===== src/core/dram_timing_consts.svh =====
/*
  Named settings codes, counter loads and reset values for the DRAM
  wait, acknowledge and row-strobe timing block.
  Assumes it is included by bare name by the design files that need it.
*/
`ifndef DRAM_TIMING_CONSTS_SVH
`define DRAM_TIMING_CONSTS_SVH

// ****************************************************************
// Setting codes
// ****************************************************************
`define STYLE_WAIT      1'h0
`define STYLE_ACK       1'h1
`define MODE_SYNC       1'h0
`define MODE_ASYNC      1'h1
`define BW_NONE         2'h0
`define BW_ONE_T        2'h1
`define BW_HALF_T       2'h2
`define BW_ZERO_T       2'h3
`define AW_NONE         2'h0
`define AW_HALF_T       2'h1
`define AW_DLY_HALF_T   2'h2
`define AW_ONE_T        2'h3
`define RT_SEL_0        2'h0
`define RT_SEL_1        2'h1
`define RT_SEL_2        2'h2
`define RT_SEL_3        2'h3

// ****************************************************************
// Counter loads (edges minus one)
// ****************************************************************
`define REF_LOAD_0      3'h1
`define REF_LOAD_1      3'h2
`define REF_LOAD_2      3'h1
`define REF_LOAD_3      3'h3
`define PRE_LOAD_0      3'h0
`define PRE_LOAD_1      3'h1
`define PRE_LOAD_2      3'h1
`define PRE_LOAD_3      3'h2
`define GRANT_LOAD      3'h0
`define GRANT_TWO_BIT   0

// ****************************************************************
// Acknowledge delays and reset values
// ****************************************************************
`define ACK_NOW         2'h0
`define ACK_ONE         2'h1
`define ACK_TWO         2'h2
`define CFG_RESET       8'h00
`define CNT_ZERO        3'h0

`endif


===== src/core/dram_timing_pkg.sv =====
/*
  Types shared by the DRAM wait, acknowledge and row-strobe timing block.
  Assumes the consts header supplies all numeric codes.
*/
package dram_timing_pkg;

  // Timing settings captured at programming time
  typedef struct packed {
    logic       ack_style_sel;
    logic [1:0] burst_wait_sel;
    logic [1:0] access_wait_sel;
    logic [1:0] row_timing_sel;
    logic       access_mode_sel;
  } cfg_t;

  // Access sequencer states
  typedef enum logic [1:0] {
    st_idle,
    st_holdoff,
    st_access,
    st_refresh
  } state_t;

endpackage


===== src/core/dram_edge_counter.sv =====
/*
  Loadable down counter of clock edges, used for refresh low time,
  precharge time and grant settling.
  Assumes a single clock and an asynchronous active-low reset.
*/
`timescale 1ns/1ps
`include "dram_timing_consts.svh"

module dram_edge_counter (
  // Clock and reset
  input  wire logic       i_ref_clk,
  input  wire logic       i_rst_n,
  // Load control
  input  wire logic       i_load,
  input  wire logic [2:0] i_load_val,
  // Status
  output logic            o_done
);

  logic [2:0] count_reg;
  logic [2:0] count_next;

  // Next count: load, else count down to zero
  always_comb begin
    count_next = count_reg;
    if (i_load) begin
      count_next = i_load_val;
    end else if (count_reg != `CNT_ZERO) begin
      count_next = count_reg - 3'h1;
    end
  end

  // Count register
  always_ff @(posedge i_ref_clk or negedge i_rst_n) begin
    if (!i_rst_n) begin
      count_reg <= `CNT_ZERO;
    end else begin
      count_reg <= count_next;
    end
  end

  assign o_done = (count_reg == `CNT_ZERO);

endmodule


===== src/core/dram_wait_ack_row_timing.sv =====
/*
  Access framing, row-strobe timing and wait or acknowledge handshake
  of one DRAM controller port, plus refresh row-strobe low time.
  Assumes master inputs are synchronous to i_ref_clk and that a refresh
  requester and a second-port arbiter sit outside.
*/
// Behaviour
// - Burst setting 00 adds no burst waits
// - Burst 01 waits, releases edge after column active
// - Burst 10 waits, releases sooner after column active
// - Burst 11 wait follows column strobes directly
// - Access 00 wait-style: wait only for delayed accesses
// - Access 00 ack-style: ack with row strobe
// - Access 01: handshake one step after row strobe
// - Access 10: delayed-only wait, ack after row strobe
// - Access 11: wait one edge, ack two
// - Refresh row strobe low 2,3,2,4 edges
// - Row strobe 1 or 2 edges after grant change
// - Synchronous and asynchronous first-port access modes
// - Access starts by strobe+select, ends on release
// - Handshake is wait or acknowledge by style bit
// - Mode input 0 sync, 1 async
`timescale 1ns/1ps
`include "dram_timing_consts.svh"

module dram_wait_ack_row_timing (
  // Clock and reset
  input  wire logic                i_ref_clk,
  input  wire logic                i_rst_n,
  // Programming
  input  wire logic                i_program_load,
  input  dram_timing_pkg::cfg_t    i_cfg,
  // First-port access
  input  wire logic                i_address_strobe_in,
  input  wire logic                i_chip_select_n,
  input  wire logic                i_access_hold_request_n,
  input  wire logic [3:0]          i_ext_column_strobe_in_n,
  // Arbitration and refresh
  input  wire logic                i_second_port_granted,
  input  wire logic                i_refresh_req,
  // DRAM side and handshake
  output logic                     o_row_strobe_n,
  output logic                     o_handshake_n,
  output logic                     o_refresh_active
);

  import dram_timing_pkg::*;

  // ****************************************************************
  // Declarations
  // ****************************************************************
  cfg_t       cfg_reg,        cfg_next;
  state_t     state_reg,      state_next;
  logic       strobe_prev_reg, strobe_prev_next;
  logic       pending_reg,    pending_next;
  logic       delayed_reg,    delayed_next;
  logic [1:0] ack_cnt_reg,    ack_cnt_next;
  logic       acked_reg,      acked_next;
  logic       burst_wait_reg, burst_wait_next;
  logic       ext_column_strobe_in_seen_reg,  ext_column_strobe_in_seen_next;
  logic       grant_prev_reg;
  logic       ras_n_reg,      ras_n_next;
  logic       hs_n_reg,       hs_n_next;
  logic       refresh_reg;
  logic       strobe_lvl;
  logic       strobe_hit;
  logic       ext_column_strobe_in_idle;
  logic       grant_changed;
  logic       grant_two;
  logic       pre_done;
  logic       ref_done;
  logic       grant_done;
  logic       launch_ok;
  logic       pre_load;
  logic       ref_load;
  logic [2:0] pre_val;
  logic [2:0] ref_val;
  logic [1:0] ack_target;
  logic       ack_active;
  logic       wait_active;

  // ****************************************************************
  // Settings capture
  // ****************************************************************
  // load only on programming
  always_comb begin
    cfg_next = i_program_load ? i_cfg : cfg_reg;
  end

  // ****************************************************************
  // Decode of settings and request
  // ****************************************************************
  // mode bit picks strobe sense
  assign strobe_lvl = (cfg_reg.access_mode_sel == `MODE_ASYNC) ? ~i_address_strobe_in
                                                               : i_address_strobe_in;
  // async mode needs a fresh strobe edge
  assign strobe_hit = ~i_chip_select_n & strobe_lvl &
                      ((cfg_reg.access_mode_sel == `MODE_SYNC) | ~strobe_prev_reg);
  assign ext_column_strobe_in_idle  = &i_ext_column_strobe_in_n;

  // counter loads per row timing setting
  always_comb begin
    unique case (cfg_reg.row_timing_sel)
      `RT_SEL_0: begin ref_val = `REF_LOAD_0; pre_val = `PRE_LOAD_0; end
      `RT_SEL_1: begin ref_val = `REF_LOAD_1; pre_val = `PRE_LOAD_1; end
      `RT_SEL_2: begin ref_val = `REF_LOAD_2; pre_val = `PRE_LOAD_2; end
      `RT_SEL_3: begin ref_val = `REF_LOAD_3; pre_val = `PRE_LOAD_3; end
    endcase
  end

  always_comb begin
    unique case (cfg_reg.access_wait_sel)
      `AW_NONE:       ack_target = `ACK_NOW;
      `AW_HALF_T:     ack_target = `ACK_ONE;
      `AW_DLY_HALF_T: ack_target = (cfg_reg.ack_style_sel == `STYLE_WAIT && !delayed_next)
                                   ? `ACK_NOW : `ACK_ONE;
      `AW_ONE_T:      ack_target = (cfg_reg.ack_style_sel == `STYLE_ACK) ? `ACK_TWO : `ACK_ONE;
    endcase
  end

  // grant change holds off one or two edges
  assign grant_changed = (i_second_port_granted != grant_prev_reg);
  assign grant_two     = cfg_reg.row_timing_sel[`GRANT_TWO_BIT];
  assign launch_ok = pre_done & grant_done & ~i_second_port_granted &
                     ~(grant_changed & grant_two);

  // ****************************************************************
  // Timing counters
  // ****************************************************************
  dram_edge_counter u_pre_cnt (
    .i_ref_clk  (i_ref_clk),
    .i_rst_n    (i_rst_n),
    .i_load     (pre_load),
    .i_load_val (pre_val),
    .o_done     (pre_done)
  );

  dram_edge_counter u_ref_cnt (
    .i_ref_clk  (i_ref_clk),
    .i_rst_n    (i_rst_n),
    .i_load     (ref_load),
    .i_load_val (ref_val),
    .o_done     (ref_done)
  );

  dram_edge_counter u_grant_cnt (
    .i_ref_clk  (i_ref_clk),
    .i_rst_n    (i_rst_n),
    .i_load     (grant_changed & grant_two),
    .i_load_val (`GRANT_LOAD),
    .o_done     (grant_done)
  );

  // ****************************************************************
  // Access and refresh sequencer
  // ****************************************************************
  // Next state, row strobe and handshake
  always_comb begin
    state_next       = state_reg;
    strobe_prev_next = strobe_lvl;
    pending_next     = pending_reg;
    delayed_next     = delayed_reg;
    ack_cnt_next     = ack_cnt_reg;
    acked_next       = acked_reg;
    burst_wait_next  = 1'b0;
    ext_column_strobe_in_seen_next   = 1'b0;
    pre_load         = 1'b0;
    ref_load         = 1'b0;
    unique case (state_reg)
      st_idle: begin
        // strobe with select opens an access
        if (strobe_hit) begin
          delayed_next = ~launch_ok;
          state_next   = launch_ok ? st_access : st_holdoff;
        end else if (i_refresh_req && pre_done) begin
          ref_load   = 1'b1;
          state_next = st_refresh;
        end
      end
      st_holdoff: begin
        if (launch_ok) begin
          state_next = st_access;
        end
      end
      st_refresh: begin
        pending_next = pending_reg | strobe_hit;
        if (ref_done) begin
          pre_load     = 1'b1;
          pending_next = 1'b0;
          delayed_next = 1'b1;
          state_next   = (pending_reg | strobe_hit) ? st_holdoff : st_idle;
        end
      end
      st_access: begin
        if (!acked_reg) begin
          ack_cnt_next = ack_cnt_reg + 2'h1;
          acked_next   = (ack_cnt_next >= ack_target);
        end else if (!i_access_hold_request_n && cfg_reg.burst_wait_sel != `BW_NONE) begin
          // burst wait while column strobes idle
          if (ext_column_strobe_in_idle) begin
            burst_wait_next = 1'b1;
          end else if (burst_wait_reg && cfg_reg.burst_wait_sel == `BW_ONE_T) begin
            // hold one more edge after return
            burst_wait_next = ~ext_column_strobe_in_seen_reg;
            ext_column_strobe_in_seen_next  = 1'b1;
          end
          // release at once for half step
        end
        // access ends only on hold release
        if (acked_reg && i_access_hold_request_n) begin
          pre_load        = 1'b1;
          burst_wait_next = 1'b0;
          state_next      = st_idle;
        end
      end
    endcase
    if (state_reg != st_access && state_next == st_access) begin
      ack_cnt_next = 2'h0;
      acked_next   = (ack_target == `ACK_NOW);
    end
    ras_n_next = ~(state_next == st_access || state_next == st_refresh);
    ack_active  = (state_next == st_access) & acked_next & ~burst_wait_next;
    // wait while held off, before ack, during burst waits, or in refresh with an access pending
    // wait kept through the whole holdoff
    wait_active = (state_next == st_holdoff) | ((state_next == st_access) & ~ack_active) |
                  ((state_next == st_refresh) & pending_next);
    hs_n_next   = (cfg_reg.ack_style_sel == `STYLE_ACK) ? ~ack_active : wait_active ? 1'b0 : 1'b1;
  end

  // Registers; inputs taken as synchronous
  always_ff @(posedge i_ref_clk or negedge i_rst_n) begin
    if (!i_rst_n) begin
      cfg_reg         <= `CFG_RESET;
      state_reg       <= st_idle;
      strobe_prev_reg <= 1'b0;
      pending_reg     <= 1'b0;
      delayed_reg     <= 1'b0;
      ack_cnt_reg     <= 2'h0;
      acked_reg       <= 1'b0;
      burst_wait_reg  <= 1'b0;
      ext_column_strobe_in_seen_reg   <= 1'b0;
      grant_prev_reg  <= 1'b0;
      ras_n_reg       <= 1'b1;
      hs_n_reg        <= 1'b1;
      refresh_reg     <= 1'b0;
    end else begin
      cfg_reg         <= cfg_next;
      state_reg       <= state_next;
      strobe_prev_reg <= strobe_prev_next;
      pending_reg     <= pending_next;
      delayed_reg     <= delayed_next;
      ack_cnt_reg     <= ack_cnt_next;
      acked_reg       <= acked_next;
      burst_wait_reg  <= burst_wait_next;
      ext_column_strobe_in_seen_reg   <= ext_column_strobe_in_seen_next;
      grant_prev_reg  <= i_second_port_granted;
      ras_n_reg       <= ras_n_next;
      hs_n_reg        <= hs_n_next;
      refresh_reg     <= (state_next == st_refresh);
    end
  end

  assign o_row_strobe_n   = ras_n_reg;
  assign o_handshake_n    = hs_n_reg;
  assign o_refresh_active = refresh_reg;

  // ****************************************************************
  // Assertions
  // ****************************************************************
  property p_burst_none;
    @(posedge i_ref_clk) disable iff (!i_rst_n)
      (cfg_reg.burst_wait_sel == `BW_NONE) |-> !burst_wait_reg;
  endproperty
  a_burst_none: assert property (p_burst_none) else $error("burst wait with setting 00");

  property p_burst_set;
    @(posedge i_ref_clk) disable iff (!i_rst_n)
      (state_reg == st_access && acked_reg && !i_access_hold_request_n && ext_column_strobe_in_idle &&
       cfg_reg.burst_wait_sel != `BW_NONE) |=> burst_wait_reg;
  endproperty
  a_burst_set: assert property (p_burst_set) else $error("burst wait not raised");

  property p_burst_fast;
    @(posedge i_ref_clk) disable iff (!i_rst_n)
      (burst_wait_reg && !ext_column_strobe_in_idle && cfg_reg.burst_wait_sel[1]) |=> !burst_wait_reg;
  endproperty
  a_burst_fast: assert property (p_burst_fast) else $error("fast burst release late");

  property p_ack_with_ras;
    @(posedge i_ref_clk) disable iff (!i_rst_n)
      ($fell(o_row_strobe_n) && state_reg == st_access &&
       cfg_reg.ack_style_sel == `STYLE_ACK && cfg_reg.access_wait_sel == `AW_NONE)
      |-> !o_handshake_n;
  endproperty
  a_ack_with_ras: assert property (p_ack_with_ras) else $error("ack not with row strobe");

  property p_ack_one;
    @(posedge i_ref_clk) disable iff (!i_rst_n)
      ($fell(o_row_strobe_n) && state_reg == st_access &&
       cfg_reg.ack_style_sel == `STYLE_ACK && cfg_reg.access_wait_sel == `AW_HALF_T)
      |-> o_handshake_n ##1 !o_handshake_n;
  endproperty
  a_ack_one: assert property (p_ack_one) else $error("ack not one edge after row");

  property p_refresh_low;
    @(posedge i_ref_clk) disable iff (!i_rst_n)
      ($rose(o_refresh_active) && cfg_reg.row_timing_sel == `RT_SEL_3 && !i_program_load)
      |-> !o_row_strobe_n[*4] ##1 o_row_strobe_n;
  endproperty
  a_refresh_low: assert property (p_refresh_low) else $error("refresh low not 4 edges");

  property p_precharge;
    @(posedge i_ref_clk) disable iff (!i_rst_n)
      ($rose(o_row_strobe_n) && cfg_reg.row_timing_sel == `RT_SEL_3 && !i_program_load)
      |-> o_row_strobe_n[*3];
  endproperty
  a_precharge: assert property (p_precharge) else $error("precharge under 3 edges");

  property p_holdoff_wait;
    @(posedge i_ref_clk) disable iff (!i_rst_n)
      ((state_reg == st_holdoff || (state_reg == st_refresh && pending_reg)) &&
       cfg_reg.ack_style_sel == `STYLE_WAIT) |-> !o_handshake_n;
  endproperty
  a_holdoff_wait: assert property (p_holdoff_wait) else $error("wait off during holdoff");

  property p_hold_keeps;
    @(posedge i_ref_clk) disable iff (!i_rst_n)
      (state_reg == st_access && !i_access_hold_request_n) |=> !o_row_strobe_n;
  endproperty
  a_hold_keeps: assert property (p_hold_keeps) else $error("access ended with hold on");

  property p_cfg_stable;
    @(posedge i_ref_clk) disable iff (!i_rst_n)
      !i_program_load |=> $stable(cfg_reg);
  endproperty
  a_cfg_stable: assert property (p_cfg_stable) else $error("settings changed unprogrammed");

endmodule


===== config.mk =====
export PLATFORM = sky130hd
export DESIGN_NAME = dram_wait_ack_row_timing
export DESIGN_NICKNAME = d
export VERILOG_FILES = /design/src/core/dram_timing_pkg.sv /design/src/core/dram_edge_counter.sv /design/src/core/dram_wait_ack_row_timing.sv
export VERILOG_INCLUDE_DIRS = /design/src /design/src/core
export SDC_FILE = /design/constraint.sdc
export NUM_CORES = 1
export LEC_CHECK = 0
export ABC_AREA = 0
export BUFFER_PORTS_ARGS = -buffer_cell sky130_fd_sc_hd__buf_2
export CORE_MARGIN = 2
export CORE_UTILIZATION = 61
export CTS_CLUSTER_DIAMETER = 40
export DETAILED_ROUTE_END_ITERATION = 16
export GPL_TIMING_DRIVEN = 0
export PLACE_DENSITY = 0.84
export SYNTH_ARGS = -nofsm -noshare
export SYNTH_HDL_FRONTEND = slang
export SYNTH_SLANG_ARGS = --single-unit

===== constraint.sdc =====
create_clock -name i_ref_clk -period 4.3 [get_ports i_ref_clk]
set_input_delay 0.43 -clock i_ref_clk [delete_from_list [all_inputs] [get_ports i_ref_clk]]
set_output_delay 0.43 -clock i_ref_clk [all_outputs]
set_load 0.02 [all_outputs]

==> run_results.csv <==
group,metric,value,unit
final_layout,final_area,2010,sq um
clock_tree,cts_resized,0,
detailed_routing,ant_nets,0,
detailed_routing,drtIter0Drc,53,
global_route,grt_max_degree,32,
timing,slew_headroom,55.1,%
placement,dpl_cell_area,1920,sq um
timing,fin_crit_sh,74.8,%
status,status,"finished clean",
clock_tree,cts_num_sinks,31,
synth,synthMuxAreaShare,5.48,%
synth,synth-seq-cells,31,
synth,syn_nets,216,
final_layout,drive_gt1_share,21.8,%
clock_tree,cts_made_buffers,5,
detailed_routing,wire_per_inst,14.1,microns
floorplan,initial_core_util,64.6,%
job,drv_cap,0,
synth,synth_compound_area_share,16.0,%
critical_path,r2r_setup_slack,1.08,ns
power_and_ir_drop,peakVddDrop,0.000544,V
global_route,gr-total-overflow,0,
power_and_ir_drop,sw_frac_of_total,39.8,%
floorplan,die_w,58.0,microns
worst_hold_path,hold_path_class,"input pin to asynchronous set/reset pin",
timing,rsz0062_at_grt,"false",
final_layout,nFillCells,206,
placement,place.gp.congestion,0.834,
synth,synthXorXnorAreaFrac,3.44,%
timing,worst_hold_slack,0.133,ns
critical_path,start_kind,"flip-flop",
floorplan,rows,19,
timing,tns,0,ns
clock_tree,clockBufferDepth,2,
synth,synth_top_family_by_area,"simple AND/OR/NAND/NOR gates",
power_and_ir_drop,clkPwrFrac,18.0,%
final_layout,largest_register_ff_count,8,
timing,fin_skew,0.00515,ns
critical_path,reg2reg_depth,15,
clock_tree,cts_post_setup_buffers_inserted,0,
synth,ys_warn_count,0,
power_and_ir_drop,leakage,0.000999,uW
critical_path,cp_max_fo,8,
power_and_ir_drop,total_switching_power,524,uW
power_and_ir_drop,comb_power_share,46.3,%
clock_tree,clkLatencyLatePin,0.32,ns
synth,avgSynthCellArea,9.78,sq um
power_and_ir_drop,power.density,655,nW/um^2
timing,hold_viol,0,
floorplan,die_h,58.0,microns
detailed_routing,drcViolationCount,0,
detailed_routing,vias,1363,
critical_path,r2r_start,"u_pre_cnt.count_reg[0]",
synth,ys.flop_type,"dfrtp_1",
global_route,antenna_found_initial,0,
clock_tree,path_clk_slew,0.10,ns
synth,synth-simple-area-share,16.7,%
synth,synth-edff-count,0,
floorplan,coreArea,2760,sq um
placement,io_buffer_count,21,
final_layout,nets,244,
clock_tree,tritoncts,"built",
timing,report.final.setup_viol,0,
final_layout,n_antenna_cell,0,
floorplan,die-area,3370,sq um
timing,period_needed,3.22,ns
final_layout,syn2layout_area_growth,12.9,%
clock_tree,cts_root_buf,"clkbuf_4",
critical_path,cp_data_arrival_time,3.48,ns
global_route,grt_usage,23.5,%
synth,synthesis.area,1780,sq um
detailed_routing,vias_per_cell,5.63,
placement,dp_hpwl,2620,microns
critical_path,critPathRequiredTime,4.56,ns
timing,max_freq,311,MHz
clock_tree,hold_buffers,0,
clock_tree,cts_htree_levels,2,
synth,ys_seq_area_share,43.7,%
critical_path,end_kind,"flip-flop",
power_and_ir_drop,pwr-share-seq,35.7,%
timing,tightest_slew,0.673,ns
critical_path,r2r_end,"o_handshake_n",
floorplan,pin_count,23,
synth,synth_fa_ha_area_share,9.84,%
synth,synth_cell_types,45,
synth,synth_cells,182,
detailed_routing,wl,3410,microns
power_and_ir_drop,p_int,794,uW
global_route,grt_pass1_vias,1398,
synth,synthArstFlopShare,100,%
critical_path,worstSetupPathType,"flip-flop to flip-flop",
timing,report.final.slew_viol_count,0,
global_route,grt_pass1_wl,5840,microns
detailed_routing,dr.pass1.iters,4,
layer usage:
| metal | routed length (microns) | vias to the layer above | GRT usage (%) | share of wire (%) |
|---|---|---|---|---|
| met5 | 0 | - | 0 | 0 |
| li1 | - | 684 | - | - |
| met3 | 96 | 5 | 6.25 | 2.8 |
| met2 | 1790 | 22 | 41.9 | 53 |
| met1 | 1480 | 652 | 26.6 | 43 |
| met4 | 36 | 0 | 9.30 | 1.1 |
metrics by stage:
step | setup WS, ns | utilization, % | cells | power, uW
CTS | 1.08 | 72.9 | 242 | 1320
detailed placement | 1.16 | 69.8 | 234 | 1080
floorplan | 1.45 | - | 182 | 943
finish | 1.08 | 72.9 | 242 | 1320
global placement | 1.25 | 69.8 | 234 | 1040
global route | 0.927 | 72.9 | 242 | 1450
critical path, stage by stage, from the launching register on:
cell and delay (ns):
dfrtp_1 0.37, inv_1 0.05, ha_1 0.19, ha_1 0.18, buf_4 0.16, and3b_1 0.23, a31o_1 0.21, a211oi_1 0.36
nand2b_1 0.16, and2_1 0.15, ha_1 0.22, o21ai_0 0.15, and3_1 0.22, o21ai_0 0.10, o211a_1 0.13, o31a_1 0.27
synth_stat cells, types with 3 or more instances:
master	count	area (sq um)
ha_1	14	175
nor3b_1	3	22.5
a21oi_1	12	60.1
mux2_2	6	67.6
nor2_1	19	71.3
inv_1	15	56.3
xor2_1	4	35.0
nand3_1	4	20.0
xnor2_1	3	26.3
nand2_1	14	52.6
nand2b_1	5	31.3
a31o_1	3	26.3
dfrtp_1	29	726
mux2i_1	3	30.0
o21ai_1	4	20.0
o21ai_0	7	35.0
worst max-delay path by stage:
| stage | startpoint | end | slack (ns) | cells past startpoint |
|---|---|---|---|---|
| 3_5_place_dp | u_pre_cnt.count_reg[0] | o_handshake_n | 1.16 | 15 |
| 4_1_cts | u_pre_cnt.count_reg[0] | o_handshake_n | 1.08 | 15 |
| 6_report | u_pre_cnt.count_reg[0] | o_handshake_n | 1.08 | 15 |
| 3_3_place_gp | u_pre_cnt.count_reg[0] | o_handshake_n | 1.25 | 15 |
| 2_1_floorplan | u_pre_cnt.count_reg[0] | o_handshake_n | 1.45 | 15 |
| 5_1_grt | u_pre_cnt.count_reg[0] | o_handshake_n | 0.93 | 15 |
placed cells by master, fill, tap and decap left out, drive strengths merged, types with 2 or more instances in the layout:
cell	netlist	routed
dfstp	2	2
ha	14	14
o21ai	11	11
nand3	4	4
buf	2	23
and3b	2	2
a21oi	13	13
a21o	2	2
mux2	6	6
nor3	2	2
clkbuf	2	8
xnor2	3	3
a211oi	2	2
and2	2	2
nand2	14	14
nor3b	3	3
mux2i	3	3
nand2b	5	5
inv	17	17
nor2b	2	2
a31o	3	3
xor2	4	4
nor2	19	19
dfrtp	29	29
cell families after synthesis:
group | Yosys count
and+or+nand+nor | 58
AOI/OAI and AO/OA | 42
DFF | 31
buffers and inverters | 21
adders and majority gates | 14
muxes | 9
xor gates and xnor gates | 7
power groups by stage:
stage	clock network (uW)	logic [uW]	registers (uW)
after floorplan	0	471	472
after global placement	0	573	469
after detailed placement	0	607	476
after CTS	242	611	470
after global routing	257	704	486
final	237	610	471
final cells by class:
type                    count  area (sq um)  area share [%]
repair buffers             21           105            5.23
flip-flops and latches     31           778            38.7
clock buffers               6          51.3            2.55
inverters                  17          66.3            3.30
well taps                  31          38.8            1.93
multi-input cells         130           916            45.6
clock inverters             2          35.0            1.74
plain buffers               4          20.0           0.996
Power figures use the tool's default switching activity.
